--- src/mcg_defs.svh ---
// offsets, field positions, reset values and sizes of the macrocell clock block
`ifndef MCG_DEFS_SVH
`define MCG_DEFS_SVH
`define MCG_ADDR_CTRL    8'h00
`define MCG_ADDR_STATUS  8'h04
`define MCG_ADDR_CLKGEN  8'h08
`define MCG_ADDR_MC_HI   2'h1
`define MCG_CTRL_RUN     0
`define MCG_CFG_W        14
`define MCG_CFG_MASK_LSB 0
`define MCG_CFG_ST_LSB   4
`define MCG_CFG_ASYNC    6
`define MCG_CFG_XOR      7
`define MCG_CFG_INPOL    8
`define MCG_CFG_CS_LSB   9
`define MCG_CFG_CLKPOL   12
`define MCG_CFG_SWAP     13
`define MCG_CFG_RST      14'h0000
`define MCG_CLKGEN_RST   4'h0
`define MCG_ALLOC_SPAN   4
`endif

--- src/mcg_pkg.sv ---
// types of the macrocell clock block
package mcg_pkg;
  typedef enum logic [1:0] {
    MCG_D_REG,
    MCG_T_REG,
    MCG_D_LATCH,
    MCG_COMB
  } mcg_store_t;
  typedef enum logic [2:0] {
    MCG_CS_BLK0,
    MCG_CS_BLK1,
    MCG_CS_BLK2,
    MCG_CS_BLK3,
    MCG_CS_PT,
    MCG_CS_PT_N
  } mcg_clksrc_t;
endpackage

--- src/mcg_block.sv ---
// one logic block: allocator, macrocells, block clock generator, apb config
`include "mcg_defs.svh"

// Summary of operation
// - macrocell n steers clusters n-1..n+2, clipped at both ends
// - small variant splits allocator into two halves of eight
// - mode of macrocell n selects how cluster n is formed
// - storage is d register, t register, d latch or combinatorial
// - d loads on active edge; t toggles on active edge when t is 1
// - latch passes d while enable low, holds while high; polarity inverts
// - clock or latch enable polarity selectable per macrocell
// - xor gate lets d or t storage emulate j-k or s-r
// - extra term feeds xor input; input polarity programmable
// - clock from four block clocks; async mode adds product term clock
// - sync mode uses block-shared reset and preset terms
// - swap exchanges reset and preset, including power-up state
// - async mode: one individual term initialises as reset or preset
// - reset gives 0, preset gives 1, both give 0
// - transparent latch ignores reset and preset
// - macrocell output goes to output matrix and feedback path
// - four global clock pins feed four block clocks
// - block clocks 0 and 1 take one of four pairs
// - block clocks 2 and 3 take one of four pairs
// - two-pin variants tie global two to zero, three to one
module mcg_block #(
  parameter int NUM_MC       = 16,
  parameter bit SMALL_ALLOC  = 1'b0,
  parameter bit TWO_CLK_PINS = 1'b0
) (
  input  wire logic              i_clk_sys,
  input  wire logic              i_arst_n,
  input  wire logic              i_psel,
  input  wire logic              i_penable,
  input  wire logic              i_pwrite,
  input  wire logic [7:0]        i_paddr,
  input  wire logic [31:0]       i_pwdata,
  output logic                   o_pready,
  output logic [31:0]            o_prdata,
  output logic                   o_pslverr,
  input  wire logic              i_global_clock_zero,
  input  wire logic              i_global_clock_one,
  input  wire logic              i_global_clock_two,
  input  wire logic              i_global_clock_three,
  input  wire logic [NUM_MC-1:0] i_cluster_terms,
  input  wire logic [NUM_MC-1:0] i_cluster_alt,
  input  wire logic [NUM_MC-1:0] i_xor_term,
  input  wire logic [NUM_MC-1:0] i_pt_clock,
  input  wire logic [NUM_MC-1:0] i_pt_init,
  input  wire logic              i_async_reset_term,
  input  wire logic              i_async_preset_term,
  output logic [3:0]             o_block_clock,
  output logic [NUM_MC-1:0]      o_macrocell_out,
  output logic [NUM_MC-1:0]      o_feedback
);

  // ----------------------------------------------------------------
  // allocator reach
  // ----------------------------------------------------------------
  function automatic logic [3:0] alloc_allow(input int n);
    logic [3:0] m;
    int         c;
    m = 4'h0;
    for (int k = 0; k < `MCG_ALLOC_SPAN; k++) begin
      c = n - 1 + k;
      if (c >= 0 && c < NUM_MC) begin
        if (!SMALL_ALLOC || ((c >= NUM_MC / 2) == (n >= NUM_MC / 2))) begin
          m[k] = 1'b1;
        end
      end
    end
    return m;
  endfunction

  // ----------------------------------------------------------------
  // configuration, clock and macrocell state
  // ----------------------------------------------------------------
  logic                  run_ff;
  logic [3:0]            clkgen_ff;
  logic [`MCG_CFG_W-1:0] cfg_ff [NUM_MC];
  logic [3:0]            bclk_ff;
  logic [NUM_MC-1:0]     q_vec;
  logic [NUM_MC-1:0]     cl_val;
  logic [NUM_MC+2:0]     cl_pad;
  logic                  g2;
  logic                  g3;
  logic [3:0]            nxt_bclk;

  // ----------------------------------------------------------------
  // apb slave
  // ----------------------------------------------------------------
  logic        pready_ff;
  logic [31:0] prdata_ff;
  logic        pslverr_ff;
  logic        acc;
  logic        wr_fire;
  logic        hit_ctrl;
  logic        hit_stat;
  logic        hit_cgen;
  logic        hit_mc;
  logic [3:0]  mc_idx;
  logic [31:0] rd_val;
  logic        bad;

  assign acc      = i_psel & i_penable;
  assign wr_fire  = acc & pready_ff & i_pwrite & ~bad;
  assign hit_ctrl = (i_paddr == `MCG_ADDR_CTRL);
  assign hit_stat = (i_paddr == `MCG_ADDR_STATUS);
  assign hit_cgen = (i_paddr == `MCG_ADDR_CLKGEN);
  assign hit_mc   = (i_paddr[7:6] == `MCG_ADDR_MC_HI) && (i_paddr[1:0] == 2'h0)
                    && (32'(i_paddr[5:2]) < NUM_MC);
  assign mc_idx   = i_paddr[5:2];
  assign o_pready  = pready_ff;
  assign o_prdata  = prdata_ff;
  assign o_pslverr = pslverr_ff;

  always_comb begin
    rd_val = 32'h0000_0000;
    bad    = 1'b0;
    if (hit_ctrl) begin
      rd_val[`MCG_CTRL_RUN] = run_ff;
    end else if (hit_stat) begin
      rd_val[NUM_MC-1:0] = q_vec;
    end else if (hit_cgen) begin
      rd_val[3:0] = clkgen_ff;
      bad         = i_pwrite & run_ff;
    end else if (hit_mc) begin
      rd_val[`MCG_CFG_W-1:0] = cfg_ff[mc_idx];
      bad                    = i_pwrite & run_ff;
    end else begin
      bad = 1'b1;
    end
  end

  // one wait state: data is registered on the same edge as pready rises
  always_ff @(posedge i_clk_sys or negedge i_arst_n) begin
    if (!i_arst_n) begin
      pready_ff <= 1'b0;
    end else begin
      pready_ff <= acc & ~pready_ff;
    end
  end

  always_ff @(posedge i_clk_sys or negedge i_arst_n) begin
    if (!i_arst_n) begin
      prdata_ff  <= 32'h0000_0000;
      pslverr_ff <= 1'b0;
    end else if (acc && !pready_ff) begin
      prdata_ff  <= i_pwrite ? 32'h0000_0000 : rd_val;
      pslverr_ff <= bad;
    end
  end

  always_ff @(posedge i_clk_sys or negedge i_arst_n) begin
    if (!i_arst_n) begin
      run_ff <= 1'b0;
    end else if (wr_fire && hit_ctrl) begin
      run_ff <= i_pwdata[`MCG_CTRL_RUN];
    end
  end

  // config only changes while stopped, so the macrocells never see it move; the block clocks follow clkgen one i_clk_sys cycle later
  always_ff @(posedge i_clk_sys or negedge i_arst_n) begin
    if (!i_arst_n) begin
      clkgen_ff <= `MCG_CLKGEN_RST;
    end else if (wr_fire && hit_cgen) begin
      clkgen_ff <= i_pwdata[3:0];
    end
  end

  always_ff @(posedge i_clk_sys or negedge i_arst_n) begin
    if (!i_arst_n) begin
      for (int i = 0; i < NUM_MC; i++) begin
        cfg_ff[i] <= `MCG_CFG_RST;
      end
    end else if (wr_fire && hit_mc) begin
      cfg_ff[mc_idx] <= i_pwdata[`MCG_CFG_W-1:0];
    end
  end

  // ----------------------------------------------------------------
  // block clock generator
  // ----------------------------------------------------------------
  assign g2 = TWO_CLK_PINS ? i_global_clock_zero : i_global_clock_two;
  assign g3 = TWO_CLK_PINS ? i_global_clock_one : i_global_clock_three;

  always_comb begin
    case (clkgen_ff[1:0])
      2'h0: nxt_bclk[1:0] = {i_global_clock_one, i_global_clock_zero};
      2'h1: nxt_bclk[1:0] = {i_global_clock_one, ~i_global_clock_one};
      2'h2: nxt_bclk[1:0] = {~i_global_clock_zero, i_global_clock_zero};
      default: nxt_bclk[1:0] = {~i_global_clock_zero, ~i_global_clock_one};
    endcase
    case (clkgen_ff[3:2])
      2'h0: nxt_bclk[3:2] = {g3, g2};
      2'h1: nxt_bclk[3:2] = {g3, ~g3};
      2'h2: nxt_bclk[3:2] = {~g2, g2};
      default: nxt_bclk[3:2] = {~g2, ~g3};
    endcase
  end

  always_ff @(posedge i_clk_sys or negedge i_arst_n) begin
    if (!i_arst_n) begin
      bclk_ff <= 4'h0;
    end else begin
      bclk_ff <= nxt_bclk;
    end
  end

  assign o_block_clock = bclk_ff;

  // ----------------------------------------------------------------
  // clusters and macrocells
  // ----------------------------------------------------------------
  // async mode forms cluster n from i_cluster_alt instead of i_cluster_terms
  always_comb begin
    for (int c = 0; c < NUM_MC; c++) begin
      cl_val[c] = cfg_ff[c][`MCG_CFG_ASYNC] ? i_cluster_alt[c] : i_cluster_terms[c];
    end
  end

  assign cl_pad = {2'b00, cl_val, 1'b0};

  for (genvar n = 0; n < NUM_MC; n++) begin : g_mc
    localparam logic [3:0] ALLOW = alloc_allow(n);
    logic [`MCG_CFG_W-1:0] cfg;
    mcg_pkg::mcg_store_t   st;
    mcg_pkg::mcg_clksrc_t  cs;
    logic                  async_m;
    logic                  sum;
    logic                  d_in;
    logic                  src;
    logic                  clk_lvl;
    logic                  edge_hit;
    logic                  init_r;
    logic                  init_p;
    logic                  lvl_ff;
    logic                  q_ff;

    assign cfg     = cfg_ff[n];
    assign st      = mcg_pkg::mcg_store_t'(cfg[`MCG_CFG_ST_LSB +: 2]);
    assign cs      = mcg_pkg::mcg_clksrc_t'(cfg[`MCG_CFG_CS_LSB +: 3]);
    assign async_m = cfg[`MCG_CFG_ASYNC];
    assign sum     = |(cfg[`MCG_CFG_MASK_LSB +: 4] & ALLOW & cl_pad[n +: 4]);
    // xor with the extra term builds j-k / s-r; both polarities available
    assign d_in    = (cfg[`MCG_CFG_XOR] ? (sum ^ i_xor_term[n]) : sum)
                     ^ cfg[`MCG_CFG_INPOL];

    // --------------------------------------------------------------
    // clock or latch enable source
    // --------------------------------------------------------------
    always_comb begin
      case (cs)
        mcg_pkg::MCG_CS_BLK0: src = bclk_ff[0];
        mcg_pkg::MCG_CS_BLK1: src = bclk_ff[1];
        mcg_pkg::MCG_CS_BLK2: src = bclk_ff[2];
        mcg_pkg::MCG_CS_BLK3: src = bclk_ff[3];
        mcg_pkg::MCG_CS_PT:   src = async_m ? i_pt_clock[n] : bclk_ff[0];
        mcg_pkg::MCG_CS_PT_N: src = async_m ? ~i_pt_clock[n] : bclk_ff[0];
        default:              src = bclk_ff[0];
      endcase
    end

    assign clk_lvl  = src ^ cfg[`MCG_CFG_CLKPOL];
    assign edge_hit = clk_lvl & ~lvl_ff;

    // --------------------------------------------------------------
    // initialisation terms
    // --------------------------------------------------------------
    // terms act at the next edge; a glitch shorter than a cycle is lost
    always_comb begin
      if (async_m) begin
        init_r = i_pt_init[n] & ~cfg[`MCG_CFG_SWAP];
        init_p = i_pt_init[n] & cfg[`MCG_CFG_SWAP];
      end else if (cfg[`MCG_CFG_SWAP]) begin
        init_r = i_async_preset_term;
        init_p = i_async_reset_term;
      end else begin
        init_r = i_async_reset_term;
        init_p = i_async_preset_term;
      end
    end

    // --------------------------------------------------------------
    // edge detect
    // --------------------------------------------------------------
    // resets low whatever clock is selected, so only a clock idling low gives no false edge
    always_ff @(posedge i_clk_sys or negedge i_arst_n) begin
      if (!i_arst_n) begin
        lvl_ff <= 1'b0;
      end else begin
        lvl_ff <= clk_lvl;
      end
    end

    // --------------------------------------------------------------
    // storage element
    // --------------------------------------------------------------
    // while stopped each cell sits at its power-up value
    always_ff @(posedge i_clk_sys or negedge i_arst_n) begin
      if (!i_arst_n) begin
        q_ff <= 1'b0;
      end else if (!run_ff) begin
        q_ff <= cfg[`MCG_CFG_SWAP];
      end else begin
        case (st)
          mcg_pkg::MCG_COMB: q_ff <= d_in;
          mcg_pkg::MCG_D_LATCH: begin
            if (!clk_lvl) begin
              q_ff <= d_in;
            end
          end
          mcg_pkg::MCG_D_REG: begin
            if (init_r) begin
              q_ff <= 1'b0;
            end else if (init_p) begin
              q_ff <= 1'b1;
            end else if (edge_hit) begin
              q_ff <= d_in;
            end
          end
          mcg_pkg::MCG_T_REG: begin
            if (init_r) begin
              q_ff <= 1'b0;
            end else if (init_p) begin
              q_ff <= 1'b1;
            end else if (edge_hit && d_in) begin
              q_ff <= ~q_ff;
            end
          end
          default: q_ff <= q_ff;
        endcase
      end
    end

    assign q_vec[n] = q_ff;
  end

  // ----------------------------------------------------------------
  // outputs
  // ----------------------------------------------------------------
  assign o_macrocell_out = q_vec;
  assign o_feedback      = q_vec;

endmodule

--- config.mk ---
export PLATFORM = sky130hd
export DESIGN_NAME = mcg_block
export DESIGN_NICKNAME = d
export VERILOG_FILES = /design/src/mcg_pkg.sv /design/src/mcg_block.sv
export VERILOG_INCLUDE_DIRS = /design/src /design/src/src
export SDC_FILE = /design/constraint.sdc
export NUM_CORES = 1
export LEC_CHECK = 0
export BUFFER_PORTS_ARGS = -buffer_cell sky130_fd_sc_hd__buf_2
export CAP_MARGIN = 20
export CORE_AREA = 2 2 166 168
export CTS_CLUSTER_DIAMETER = 200
export CTS_CLUSTER_SIZE = 30
export DETAILED_ROUTE_END_ITERATION = 8
export DIE_AREA = 0 0 168 170
export GPL_TIMING_DRIVEN = 0
export PLACE_DENSITY = 0.86
export SLEW_MARGIN = 20
export SYNTH_ARGS = -nofsm -noshare
export SYNTH_HDL_FRONTEND = slang
export SYNTH_SLANG_ARGS = --single-unit
--- constraint.sdc ---
create_clock -name i_clk_sys -period 3.8 [get_ports i_clk_sys]
set_input_delay 0.95 -clock i_clk_sys [delete_from_list [all_inputs] [get_ports i_clk_sys]]
set_output_delay 0.95 -clock i_clk_sys [all_outputs]
set_load 0.03 [all_outputs]
**Word level (Yosys, flattened, before mapping)**

Cells that the tools add are included.

- Add/subtract/negate cells: 0
- Multipliers: 0
- Div/mod/pow operators: 0
- Order comparisons: 2
- Eq/ne operators: 183
- Shift-type cells: 0
- Multiplexer cells: 308
- Bitwise logic cells: 189
- Reductions and logical operators: 75

Operators with widths:

| cell | count |
|---|---|
| $mux 1 | 261 |
| $bwmux 224 | 1 |
| $ne 5x5->1 const B | 32 |
| $eq 3x2->1 const B | 32 |
| $eq 3x3->1 const B | 32 |
| $pmux 1 s5 | 16 |
| $mux 14 | 5 |
| $not 1->1 | 70 |
| $eq 2x2->1 const B | 34 |
| $pmux 1 s4 | 16 |
| $reduce_or 4->1 | 16 |
| $and 4x4->4 | 14 |
| $bmux 14 s4 | 1 |
| $demux 14 s4 | 1 |
| $and 1x1->1 | 54 |
| $eq 3x1->1 const B | 16 |
| $ne 3x3->1 const B | 16 |
| $reduce_and 3->1 | 16 |
| $xor 1x1->1 | 48 |
| $eq 2x1->1 const B | 19 |
| $logic_not 2->1 | 19 |
| $logic_and 1x1->1 | 22 |
| $mux 16 | 1 |
| $mux 15 | 1 |
| other kinds (13) | 14 |

- Flip-flop bits (word level): 299
- Bits in latches: 0
- Memory bits (writable): 0
- Memory bits (read-only): 0
- Input port bits: 131
- Output and inout bits: 70
- Logic and storage cells: 811
- Memories kept: 0

**Depth between registers and ports, before layout**

- Word-level depth: 12
- Depth in mapped cells: 9
- Depth with buffers taken out: 7

**Least setup slack after synthesis**

No wires, ideal clock.

- Path kind: in2reg
- Start: input port i_paddr[2]
- End: register prdata_ff[6] (netlist: o_prdata[6])
- Setup time: 133 ps
- Arrival time: 2756 ps
- Data required time: 3667 ps
- Slack: 911 ps
- Cell stages on the path: 7
- Path buffers: 3
- Cells stage by stage: buf_2 -> buf_4 -> buf_2 -> mux4_2 -> mux4_2 -> inv_1 -> o21ai_0

- Word-level cells in the longest chain between the ends: 9
- Elaborated cells on any way between the ends: 12
- Those cells by class: 2 x eq/ne; 8 x mux; 1 x bitwise; 1 x reduce/logical

Ends and longest elaborated chain:

| element | RTL line | RTL |
|---|---|---|
| start: declaration | mcg_block.sv:35 | `input wire logic [7:0] i_paddr,` |
| $not 4->5 (implied by the code) | mcg_block.sv:127 | `` rd_val[`MCG_CFG_W-1:0] = cfg_ff[mc_idx]; `` |
| $bmux 14 s4 | mcg_block.sv:127 |  |
| $mux 14 (implied by the code) (2 in series) | mcg_block.sv:127 |  |
| $mux 14 | mcg_block.sv:126 | `end else if (hit_mc) begin` |
| $mux 10 | mcg_block.sv:123 | `end else if (hit_cgen) begin` |
| $mux 14 | mcg_block.sv:121 | `end else if (hit_stat) begin` |
| $mux 15 (*) | mcg_block.sv:119 | `if (hit_ctrl) begin` |
| $mux 16 (*) | mcg_block.sv:148 | `prdata_ff <= i_pwrite ? 32'h0000_0000 : rd_val;` |
| end signal: assignment | mcg_block.sv:148 |  |
| end: declaration | mcg_block.sv:92 | `logic [31:0] prdata_ff;` |

Every way passes the cells marked *; elsewhere a longest branch is shown, timed or not. The select of a mux whose other input is x is not followed.
A chain may end at the register's enable or synchronous reset.

**Worst setup path in the final report**

- Start: input port i_async_reset_term
- End: register g_mc[13].q_ff

- Word-level cells in the longest chain between the ends: 6
- Elaborated cells on any way between the ends: 13
- Those cells by class: 2 x eq/ne; 10 x mux; 1 x reduce/logical

Ends and longest elaborated chain:

| element | RTL line | RTL |
|---|---|---|
| start: declaration | mcg_block.sv:49 | `input wire logic i_async_reset_term,` |
| $mux 1 | mcg_block.sv:274 | `` end else if (cfg[`MCG_CFG_SWAP]) begin `` |
| $mux 1 | mcg_block.sv:271 | `if (async_m) begin` |
| $mux 1 (on tied branches) | mcg_block.sv:324, mcg_block.sv:315 |  |
| $mux 1 (on tied branches) | mcg_block.sv:322, mcg_block.sv:313 |  |
| $pmux 1 s4 | mcg_block.sv:305 | `case (st)` |
| $mux 1 | mcg_block.sv:302 | `end else if (!run_ff) begin` |
| end signal: assignment | mcg_block.sv:303 | `` q_ff <= cfg[`MCG_CFG_SWAP]; `` |
| end signal: assignment | mcg_block.sv:306 | `mcg_pkg::MCG_COMB: q_ff <= d_in;` |
| end signal: assignment | mcg_block.sv:327 | `q_ff <= ~q_ff;` |
| end: declaration | mcg_block.sv:237 | `logic q_ff;` |

Several ways; a longest one is shown, not always the timed one.

==> metrics <==
sequential share of the synthesized area 41.9%; Synth Area in Compound Gates about a tenth; drt total wl 51900 microns; num rows 60; worst setup margin around 0.65 ns; First DRT Iteration DRCs between 1500 and 2000; critical path class primary input to register; Max VDD drop about 320 uV; Worst Path Arrival 3.53 ns; Cell Area, Synth between 15000 and 20000 sq um; Pwr Total ~5.3 mW; Commonest cells post-synth dfrtp_1 (283), mux2_2 (258), nand2_1 (94); Max Cap Violations 0; DRC viols 0; width of the die between 150 and 200 microns; drt wl/cell between 20 and 30 microns; hpwl dp between 30000 and 40000 microns; Worst Setup Start Kind primary input; Leakage Power 8.64 nW; number of global-route vias before repair 13200; crit path time final roughly 3.1 ns; TritonCTS clock tree yes; grt peak-use layer met2; # nets final about 1800; maximum clock insertion buffer count 3; CTS Sinks roughly 280; Cell Pwr Density around 280 nW/um^2; worst hold slack between 0.3 and 0.4 ns; fmax 318 MHz; Final Cycle Share between 80% and 90%; gp weighted congestion just under 1; CP Cell Sequence clkbuf_1, or2_1, clkbuf_1, nor2_1, o21ai_0, mux2i_1, o221ai_1; simple-gate share of the synthesized area 8.09%; Die Ht 170 microns; Pre-antenna DRT Iters 6; synth top area cells dfrtp_1 (42%), mux2_2 (17%), mux4_2 (11%), buf_4 (2.4%), mux2i_1 (2.3%); CTS clk-pin slew, worst paths approximately 0.12 ns; Vias/cell 6.86; top-count cell post-synth dfrtp_1; CP bufs+invs 2; Final setup viols 0; r2r setup slk 0.85 ns; Top FF cell, synth dfrtp_1; largest net degree at the start of global routing just under 100; vias after detailed routing ~14000; antenna cells 0; PortBufs about 160; area leader, netlist dfrtp_1; min-delay worst type primary input to asynchronous set/reset pin; CP most frequent cell clkbuf_1; setup bufs post-CTS 0; Fin. Hold Viols 0; number of flops mapped to enable cells by yosys 0; share of cells above drive strength 1 a little under two fifths; hold buffers post-CTS 0; Detail Route Antenna Nets 0; Layout area overhead 10.2%; met1 Use GR about half; RSZ-0062 raised after global routing false; family with the most delay on the worst path buffers and inverters; clock buffer count from CTS 13; Synth Area in Adders 0%; Pins Over Slew Limit 0; met3 usage under 10%; slew of the pin with the lowest slew margin between 0.8 and 0.9 ns; grt ovf 0; critical path's slowest cell clkbuf_1; CP endpoint kind register; CP required 4.19 ns; core area ~27000 sq um; Root Buffer clkbuf_16; Layout Skew 0.0273 ns; gate count of the mapped netlist approximately 1400; initial antenna violation count 1; outcome complete, no violations; io pins 201; Initial Utilization between 60% and 70%; CP max FO 10; synth unique cells 73; max_slew headroom a little over two fifths; XOR/XNOR share of the synthesized area approximately 3.0%; Synth Area per Inst ~12 sq um; # placed instances 1961; final cell count without fillers around 2000; Post-Place Worst Slack 0.322 ns; Synth top area share between 40% and 50%; register bit total from synthesis between 200 and 300; die area about 29000 sq um; H-Tree Depth 1; first-pass GRT wire length 77800 microns; Clk Latency, worst-skew pair approximately 0.51 ns; post-CTS sizing 0; largest family of logic cells by synthesized area multiplexers; mux contribution to synthesized area slightly above 30%; total track usage between 30% and 40%; Yosys warnings 0; fraction of registers with async set/reset 100%; met2 Track Usage GR 59.9%; slowest cell delay on critical path around 0.66 ns
## layout make-up
type / count / area (sq um)
Buffer: 132 / 754
Clock buffer: 13 / 325
Clock inverter: 1 / 20.0
Fill cell: 1963 / 8000
Inverter: 59 / 221
Multi-Input combinational cell: 981 / 8910
Sequential cell: 283 / 7080
Tap cell: 341 / 427
Timing Repair Buffer: 165 / 903
## final timing paths
kind                            depth (start not counted)                from               to
max in group asynchronous                               2            i_arst_n     g_mc[0].q_ff
worst min-delay path                                    1            i_arst_n  g_mc[11].cfg[2]
worst max-delay path                                    7  i_async_reset_term    g_mc[13].q_ff
worst max register to register                          8              run_ff    g_mc[11].q_ff
worst min register to register                          1         o_prdata[1]      o_prdata[1]
min in group i_clk_sys                                  1         o_prdata[1]      o_prdata[1]
## through the flow
stage                     utilization (%)  TNS, ns  cell area [sq um]
final                                70.0        0              18600
after global placement               68.3  -949.62              18200
after detailed placement             68.7        0              18300
after global routing                 70.0        0              18600
after floorplan                         -        0              17000
after CTS                            70.0        0              18600
## worst reg2reg max path, stage by stage, from the launching register on
cell      delay, ns
dfrtp_1        0.41
clkbuf_1       0.59
inv_1          0.37
clkbuf_1       0.44
nor3_1         0.28
a31oi_1        0.15
a21oi_1        0.18
nor2_1         0.05
a221o_1        0.35
## kinds of logic (layout without fill, tap and decap cells)
group	count (synthesis)	count (layout)
other	1	16
AND/OR/NAND/NOR	273	273
multiplexers	384	384
buffers and inverters	191	370
AO/OA/AOI/OAI	250	250
flip-flops	283	283
XOR/XNOR	58	58
## cell usage in the layout (no fill, tap or decap), types with 8 or more instances in the layout
master,instances
o211ai_1,9
nand3_1,10
nor2b_1,34
buf_2,191
conb_1,16
a31oi_1,14
dfrtp_1,283
clkbuf_16,13
a21oi_1,19
o21ai_0,67
buf_4,53
a2111oi_0,9
xor2_1,33
nor2_1,66
o21a_1,10
nand4_1,12
mux2i_1,39
inv_1,59
a211oi_1,15
a22oi_1,37
nor3b_1,8
mux2_2,258
nand2_1,94
clkbuf_1,43
xnor2_1,25
mux4_2,85
## metal layers
layer | vias to the layer above | wire (microns) | share of wire (%)
li1 | 5663 | - | -
met2 | 919 | 24500 | 47
met4 | 2 | 2260 | 4.3
met5 | - | 13 | 0.025
met1 | 6812 | 19500 | 37
met3 | 158 | 5680 | 11
## state kept, by name (all words and copies together), names as in the netlist
register and flops:
o_pslverr 1, o_block_clock 4, g_mc.cfg 224, g_mc.lvl_ff 16, o_pready 1, g_mc.q_ff 16, run_ff 1, o_prdata 16
clkgen_ff 4
## where the power goes
part           leakage, nW  internal (mW)  switching, mW  total [mW]
clock network        0.170          0.640           1.00        1.64
registers             3.83           3.03         0.0274        3.06
logic                 4.65          0.212          0.390       0.602
No activity file was read; power rests on OpenSTA's default activity.
